`config.mk`:
```
export PLATFORM = sky130hd
export DESIGN_NAME = wpd_lock
export DESIGN_NICKNAME = d
export VERILOG_FILES = /design/src/common/wpd_pkg.sv /design/src/wpd_lock.sv
export SDC_FILE = /design/constraint.sdc
export NUM_CORES = 1
export LEC_CHECK = 0
export ABC_AREA = 1
export BUFFER_PORTS_ARGS = -buffer_cell sky130_fd_sc_hd__buf_2
export CORE_UTILIZATION = 40
export DETAILED_ROUTE_END_ITERATION = 8
export GPL_ROUTABILITY_DRIVEN = 0
export GPL_TIMING_DRIVEN = 0
export PLACE_DENSITY = 0.71
export RECOVER_POWER = 100
export SKIP_LAST_GASP = 1
export SYNTH_ARGS = -nofsm -noshare
export SYNTH_HDL_FRONTEND = slang
export SYNTH_SLANG_ARGS = --single-unit
```
`constraint.sdc`:
```
create_clock -name ref_clk -period 1.85 [get_ports ref_clk]
set_clock_uncertainty 0.05 [all_clocks]
set_input_delay 0.2775 -clock ref_clk [delete_from_list [all_inputs] [get_ports ref_clk]]
set_output_delay 0.2775 -clock ref_clk [all_outputs]
set_load 0.05 [all_outputs]
```
`src/common/wpd_pkg.sv`:
```
// package for the watchdog pin disable lock register block
package wpd_pkg;
  // register byte addresses on the internal configuration bus
  localparam logic [7:0] KEY_REGISTER_ADDR = 8'h34;
  localparam logic [7:0] CONTROL_ADDR = 8'h35;
  // unlock key bytes, in the order they must arrive
  localparam logic [7:0] KEY_BYTE_0 = 8'h87;
  localparam logic [7:0] KEY_BYTE_1 = 8'h65;
  localparam logic [7:0] KEY_BYTE_2 = 8'h1B;
  // field positions in the control register
  localparam int PERMIT_BIT = 0;
  localparam int LOCK_BIT = 1;
  localparam int RSVD_LSB = 2;
  // values after reset
  localparam logic PERMIT_RESET = 1'b0;
  localparam logic LOCK_RESET = 1'b1;
  localparam logic [5:0] RSVD_RESET = 6'h00;
  localparam logic [7:0] KEY_READ_VALUE = 8'h00;

  // key sequence tracker states
  typedef enum logic [2:0] {
    WPD_WAIT_B0 = 3'b001,
    WPD_WAIT_B1 = 3'b010,
    WPD_WAIT_B2 = 3'b100
  } wpd_seq_t;

  // register access request as seen from the serial slave
  typedef struct packed {
    logic wr;
    logic rd;
    logic [7:0] addr;
    logic [7:0] wdata;
  } wpd_req_t;

  // whole state of the block
  typedef struct packed {
    wpd_seq_t seq;
    logic lock;
    logic permit;
    logic [5:0] rsvd;
    logic [7:0] rdata;
  } wpd_state_t;
endpackage

```
`src/wpd_lock.sv`:
```
// watchdog pin disable permit with key lock, register side
// Summary of operation
// (RULE1) key lock status is read-only and comes out of reset locked; locked freezes permit
// (RULE2) lock reads 0 while permit is writable, 1 while permit is frozen
// (RULE3) writes 0x87, 0x65, 0x1B to key register unlock, only while config lock clear
// (RULE4) any other key register write, or config lock written to one, relocks
// (RULE5) permit resets to 0; 0 blocks the disable pin, 1 lets it disable
// (RULE6) permit takes a write of one only when both locks read zero
// (RULE7) key register always reads back 0x00
// (RULE8) a mismatching key byte restarts tracking from the first byte
`timescale 1ns/100ps
`default_nettype none
module wpd_lock (
  // clock and reset
  input wire logic ref_clk,
  input wire logic resetn,
  // register access from the serial slave
  input wire wpd_pkg::wpd_req_t req,
  output logic [7:0] rdata,
  // watchdog side
  input wire logic watchdog_config_lock,
  input wire logic watchdog_config_lock_set,
  input wire logic watchdog_disable_pin,
  output logic key_lock_status,
  output logic pin_disable_permit,
  output logic watchdog_disable_req
);

  wpd_pkg::wpd_state_t s_q;
  wpd_pkg::wpd_state_t s_d;

  // expected key byte for a tracker state
  function automatic logic [7:0] expect_byte(input wpd_pkg::wpd_seq_t st);
    case (st)
      wpd_pkg::WPD_WAIT_B0: expect_byte = wpd_pkg::KEY_BYTE_0;
      wpd_pkg::WPD_WAIT_B1: expect_byte = wpd_pkg::KEY_BYTE_1;
      wpd_pkg::WPD_WAIT_B2: expect_byte = wpd_pkg::KEY_BYTE_2;
      default: expect_byte = wpd_pkg::KEY_BYTE_0;
    endcase
  endfunction

  // one address decoder shared by the write and read paths
  function automatic logic addr_is(input logic [7:0] a, input logic [7:0] target);
    addr_is = (a == target);
  endfunction

  logic key_wr;
  logic ctl_wr;
  logic key_hit;
  assign key_wr = req.wr && addr_is(req.addr, wpd_pkg::KEY_REGISTER_ADDR);
  assign ctl_wr = req.wr && addr_is(req.addr, wpd_pkg::CONTROL_ADDR);
  assign key_hit = key_wr && (req.wdata == expect_byte(s_q.seq));

  // next state: key tracker, lock, permit and read data
  always_comb begin
    s_d = s_q;
    if (key_wr) begin
      if (!key_hit) begin
        // a wrong byte may itself be the first key byte
        if (req.wdata == wpd_pkg::KEY_BYTE_0) begin // RULE8
          s_d.seq = wpd_pkg::WPD_WAIT_B1;
        end else begin
          s_d.seq = wpd_pkg::WPD_WAIT_B0; // RULE8
        end
        s_d.lock = 1'b1; // RULE4
      end else begin
        case (s_q.seq)
          wpd_pkg::WPD_WAIT_B0: begin
            s_d.seq = wpd_pkg::WPD_WAIT_B1;
            s_d.lock = 1'b1; // RULE4
          end
          wpd_pkg::WPD_WAIT_B1: begin
            s_d.seq = wpd_pkg::WPD_WAIT_B2;
            s_d.lock = 1'b1; // RULE4
          end
          wpd_pkg::WPD_WAIT_B2: begin
            s_d.seq = wpd_pkg::WPD_WAIT_B0;
            // unlock refused while the watchdog config is locked
            s_d.lock = watchdog_config_lock; // RULE3
          end
          default: s_d.seq = wpd_pkg::WPD_WAIT_B0;
        endcase
      end
    end
    // config lock has priority over a completing key
    if (watchdog_config_lock_set) begin
      s_d.lock = 1'b1; // RULE4
    end
    if (ctl_wr) begin
      s_d.rsvd = req.wdata[7:wpd_pkg::RSVD_LSB];
      // clearing to 0 needs only the key lock open; setting needs both locks open
      if (!req.wdata[wpd_pkg::PERMIT_BIT] || (!s_q.lock && !watchdog_config_lock)) begin // RULE6
        s_d.permit = req.wdata[wpd_pkg::PERMIT_BIT] && !s_q.lock ? 1'b1 : (s_q.lock ? s_q.permit : 1'b0); // RULE1
      end
    end
    // read data registered one cycle after the strobe
    if (req.rd) begin
      if (addr_is(req.addr, wpd_pkg::CONTROL_ADDR)) begin
        s_d.rdata = {s_q.rsvd, s_q.lock, s_q.permit}; // RULE2
      end else begin
        s_d.rdata = wpd_pkg::KEY_READ_VALUE; // RULE7
      end
    end
  end

  // state register
  always_ff @(posedge ref_clk or negedge resetn) begin
    if (!resetn) begin
      s_q.seq <= wpd_pkg::WPD_WAIT_B0;
      s_q.lock <= wpd_pkg::LOCK_RESET; // RULE1
      s_q.permit <= wpd_pkg::PERMIT_RESET; // RULE5
      s_q.rsvd <= wpd_pkg::RSVD_RESET;
      s_q.rdata <= wpd_pkg::KEY_READ_VALUE;
    end else begin
      s_q <= s_d;
    end
  end

  assign rdata = s_q.rdata;
  assign key_lock_status = s_q.lock;
  assign pin_disable_permit = s_q.permit;
  // pin only acts when permitted
  assign watchdog_disable_req = s_q.permit && watchdog_disable_pin; // RULE5

  // permit never changes while locked
  property p_frozen;
    @(posedge ref_clk) disable iff (!resetn)
      $past(s_q.lock) |-> s_q.permit == $past(s_q.permit);
  endproperty
  a_frozen: assert property (p_frozen) else $error("permit changed while locked"); // RULE1

  property p_unlock;
    @(posedge ref_clk) disable iff (!resetn)
      (key_wr && req.wdata == wpd_pkg::KEY_BYTE_0 && s_q.seq == wpd_pkg::WPD_WAIT_B0)
      ##1 (key_wr && req.wdata == wpd_pkg::KEY_BYTE_1 && !watchdog_config_lock_set)
      ##1 (key_wr && req.wdata == wpd_pkg::KEY_BYTE_2 && !watchdog_config_lock
           && !watchdog_config_lock_set)
      |=> !s_q.lock;
  endproperty
  a_unlock: assert property (p_unlock) else $error("key sequence did not unlock"); // RULE3

  property p_relock;
    @(posedge ref_clk) disable iff (!resetn)
      (key_wr && !key_hit) || watchdog_config_lock_set |=> s_q.lock;
  endproperty
  a_relock: assert property (p_relock) else $error("lock not closed"); // RULE4

  property p_set_permit;
    @(posedge ref_clk) disable iff (!resetn)
      $rose(s_q.permit) |-> !$past(s_q.lock) && !$past(watchdog_config_lock) && $past(ctl_wr);
  endproperty
  a_set_permit: assert property (p_set_permit) else $error("permit set without open locks"); // RULE6

  property p_key_read;
    @(posedge ref_clk) disable iff (!resetn)
      req.rd && req.addr == wpd_pkg::KEY_REGISTER_ADDR |=> rdata == 8'h00;
  endproperty
  a_key_read: assert property (p_key_read) else $error("key register read not zero"); // RULE7

  property p_lock_read;
    @(posedge ref_clk) disable iff (!resetn)
      req.rd && req.addr == wpd_pkg::CONTROL_ADDR |=> rdata[1:0] == {$past(s_q.lock), $past(s_q.permit)};
  endproperty
  a_lock_read: assert property (p_lock_read) else $error("control read mismatch"); // RULE2

  property p_pin;
    @(posedge ref_clk) disable iff (!resetn)
      !s_q.permit |-> !watchdog_disable_req;
  endproperty
  a_pin: assert property (p_pin) else $error("pin acted without permit"); // RULE5

  property p_restart;
    @(posedge ref_clk) disable iff (!resetn)
      key_wr && !key_hit && req.wdata != wpd_pkg::KEY_BYTE_0 |=> s_q.seq == wpd_pkg::WPD_WAIT_B0;
  endproperty
  a_restart: assert property (p_restart) else $error("tracker not restarted"); // RULE8

  // any key byte short of the last one leaves the lock closed
  property p_key_relock;
    @(posedge ref_clk) disable iff (!resetn)
      key_wr && s_q.seq != wpd_pkg::WPD_WAIT_B2 |=> s_q.lock;
  endproperty
  a_key_relock: assert property (p_key_relock) else $error("key byte left lock open"); // RULE4

  // a complete key is refused while the watchdog config is locked
  property p_cfg_block;
    @(posedge ref_clk) disable iff (!resetn)
      key_wr && watchdog_config_lock |=> s_q.lock;
  endproperty
  a_cfg_block: assert property (p_cfg_block) else $error("key opened lock under config lock"); // RULE3

  // lock is read-only: only key writes or config lock writes move it
  property p_lock_held;
    @(posedge ref_clk) disable iff (!resetn)
      !key_wr && !watchdog_config_lock_set |=> s_q.lock == $past(s_q.lock);
  endproperty
  a_lock_held: assert property (p_lock_held) else $error("lock changed without cause"); // RULE1

  // both locks open let a write of one through
  property p_permit_set;
    @(posedge ref_clk) disable iff (!resetn)
      ctl_wr && req.wdata[wpd_pkg::PERMIT_BIT] && !s_q.lock && !watchdog_config_lock |=> s_q.permit;
  endproperty
  a_permit_set: assert property (p_permit_set) else $error("permit write of one lost"); // RULE6

  // clearing needs only the key lock open
  property p_permit_clear;
    @(posedge ref_clk) disable iff (!resetn)
      ctl_wr && !req.wdata[wpd_pkg::PERMIT_BIT] && !s_q.lock |=> !s_q.permit;
  endproperty
  a_permit_clear: assert property (p_permit_clear) else $error("permit write of zero lost"); // RULE6

  // without a control write the permit bit holds its value
  property p_permit_idle;
    @(posedge ref_clk) disable iff (!resetn)
      !ctl_wr |=> $stable(s_q.permit);
  endproperty
  a_permit_idle: assert property (p_permit_idle) else $error("permit moved without a write"); // RULE5

  // tracker sits in exactly one state, so a restart is never lost
  property p_seq_onehot;
    @(posedge ref_clk) disable iff (!resetn)
      $onehot(s_q.seq);
  endproperty
  a_seq_onehot: assert property (p_seq_onehot) else $error("tracker state not one-hot"); // RULE8

endmodule
`default_nettype wire

```
==> out/qor.yml <==
cp_cell_sequence: "clkbuf_1"
grt_max_degree: 20
crit_buf_inv: 1
wl_per_cell_um: 11.1
crit_path_max_incr_delay_ns: 0.56
post-route-util_pct: 50.3
num_vias: 1096
arrival_ns: 1.32
firstDrtPassIters: 6
drive_gt1_share_pct: 27.4
synthToLayoutAreaGrowth_pct: 17.5
place_ws_ns: 0.308
synthDistinctLibCells: 26
cts.htree.levels: 1
critical_path_required_ns: 1.52
start_kind: "flip-flop"
status: "complete, but fails checks"
post_cts_buffers: 0
ys_ff_latch: 19
path_clk_slew_ns: 0.10
core-area_mm2: 0.00281
grt_pass1_wl_um: 4340
postRouteAntennaNets: 0
vias_per_cell: 4.81
grt_use_total_pct: 17.3
peakVddDrop_mv: 0.199
dp_hpwl_um: 2050
cts_tree: "built"
cts.sinks: 19
violations: "design-rule violations"
row_count: 19
crit_path_max_fanout: 3
cpMaxStageDelayCell: "dfstp_2"
overflow: 0
drc_errors: 6
fillerInstances: 301
hold_class: "input port to flip-flop"
relSlewSlack_pct: 31.0
final_common_cell: "nand2_1"
antenna_found_initial: 0
insertion_delay_ns: 0.29
die_w_um: 56.8
finalSetupTns_ns: 0
hold_slack_ns: 0.165
synth_nets: 182
clk_path_buf_depth: 2
ios: 34
finalSetupViolCount: 0
drv_cap: 0
layout_setup_ws_ns: 0.207
rsz0062_at_grt: "false"
yosysSeqAreaShare_pct: 39.8
layout_common_cells: "nand2_1 (39), inv_1 (21), buf_2 (21)"
syn_inst: 159
worstSetupPathType: "flip-flop to output pin"
cts_root_buf: "clkbuf_4"
fin_nets: 221
max_freq_mhz: 608
avgSynthCellArea_um2: 7.55
drtIter0Drc: 19
path_delay_family: "flip-flops"
period_minus_slack_ns: 1.64
report.final.slew_viol_count: 0
die_area_mm2: 0.00323
worst_pin_slew_ns: 1.03
cts_buffers: 3
synth_area_mm2: 0.00120
hold_violations: 0
fp.dieH_um: 56.8
insertedDiodeCount: 0
drt_wl_total_um: 2530
grt_pass1_vias: 1026
initial_core_util_pct: 42.8
end_kind: "output pin"
io_buffer_count: 33
yosys_warnings: 0
pwr_density_cell_mw_per_mm2: 559
p_leak_nw: 0.712
fin_crit_sh_pct: 88.8
-- path summary, 6_finish.rpt --
check	slack [ns]	endpoint	start	depth (start not counted)
setup reg to reg	0.27	s_q[16]	s_q[18]	10
hold reg to reg	0.44	rdata[3]	rdata[3]	2
setup / recovery	0.21	key_lock_status	key_lock_status	1
max in group asynchronous	0.50	pin_disable_permit	resetn	2
hold / removal	0.17	key_lock_status	watchdog_config_lock_set	3
min in group asynchronous	0.63	rdata[6]	resetn	2
-- synthesized netlist by cell type --
library cell	number	area, um^2
nand3_2	1	10.0
o21ai_0	6	30.0
nand3_4	1	17.5
o31ai_1	8	60.1
a21oi_1	1	5.00
nor2_4	3	33.8
nand2_1	38	143
buf_2	1	5.00
nor4_1	1	6.26
dfrtp_1	17	425
inv_1	21	78.8
nand3b_1	1	7.51
nand4_1	3	18.8
inv_2	4	15.0
dfstp_2	2	52.6
buf_4	8	60.1
nand2_2	6	37.5
o21a_1	1	7.51
nand3_1	6	30.0
o21ai_1	7	35.0
nor2_1	12	45.0
clkbuf_1	1	3.75
o211ai_1	1	7.51
buf_6	1	11.3
nand2_4	1	11.3
nor2_2	7	43.8
-- through the flow --
stage | power (mW) | area [um^2] | cells
6_report | 0.788 | 1410 | 228
4_1_cts | 0.804 | 1440 | 228
2_1_floorplan | 0.537 | 1200 | 159
3_5_place_dp | 0.593 | 1410 | 223
5_1_grt | 0.843 | 1410 | 228
3_3_place_gp | 0.588 | 1410 | 223
-- state kept, by name, indices dropped and copies added (netlist names) --
register            cells
key_lock_status         1
pin_disable_permit      1
s_q                     9
rdata                   8
-- layout make-up --
class                      count  area (um^2)  area share [%]
multi-input combinational    104          534            37.9
buffer                        11         78.8            5.59
tap                           31         38.8            2.75
sequential                    19          478            33.9
timing repair buffer          34          160            11.3
clock inverter                 1         5.00           0.355
clock buffer                   3         22.5            1.60
inverter                      25         93.8            6.65
-- routing by layer --
| layer | routed length, um | vias to the layer above | share of wire (%) | track usage, % |
|---|---|---|---|---|
| li1 | - | 571 | - | - |
| met1 | 1120 | 500 | 44 | 21.0 |
| met2 | 1300 | 25 | 51 | 31.1 |
| met3 | 112 | 0 | 4.4 | 3.46 |
| met4 | 0 | 0 | 0 | 4.53 |
| met5 | 0 | - | 0 | 0 |
-- repair_timing --
action	in CTS	in global routing
endpoints found under the hold margin	17	0
hold buffers	1	0
resized for setup	0	0
-- power breakdown --
part | switching (mW) | leakage [nW] | internal [mW] | total [mW]
clock | 0.125 | 0.0177 | 0.0804 | 0.205
combinational | 0.0924 | 0.474 | 0.0507 | 0.143
sequential | 0.00856 | 0.221 | 0.432 | 0.440
-- logic make-up (layout without fill, tap and decap cells) --
| family | count (synthesis) | count (layout) | share of synthesized area, % |
|---|---|---|---|
| flops | 19 | 19 | 39.8 |
| buf+inv | 36 | 74 | 14.5 |
| compound gates | 24 | 24 | 12.1 |
| simple gates | 80 | 80 | 33.6 |
(Power assumes the default switching activity.)
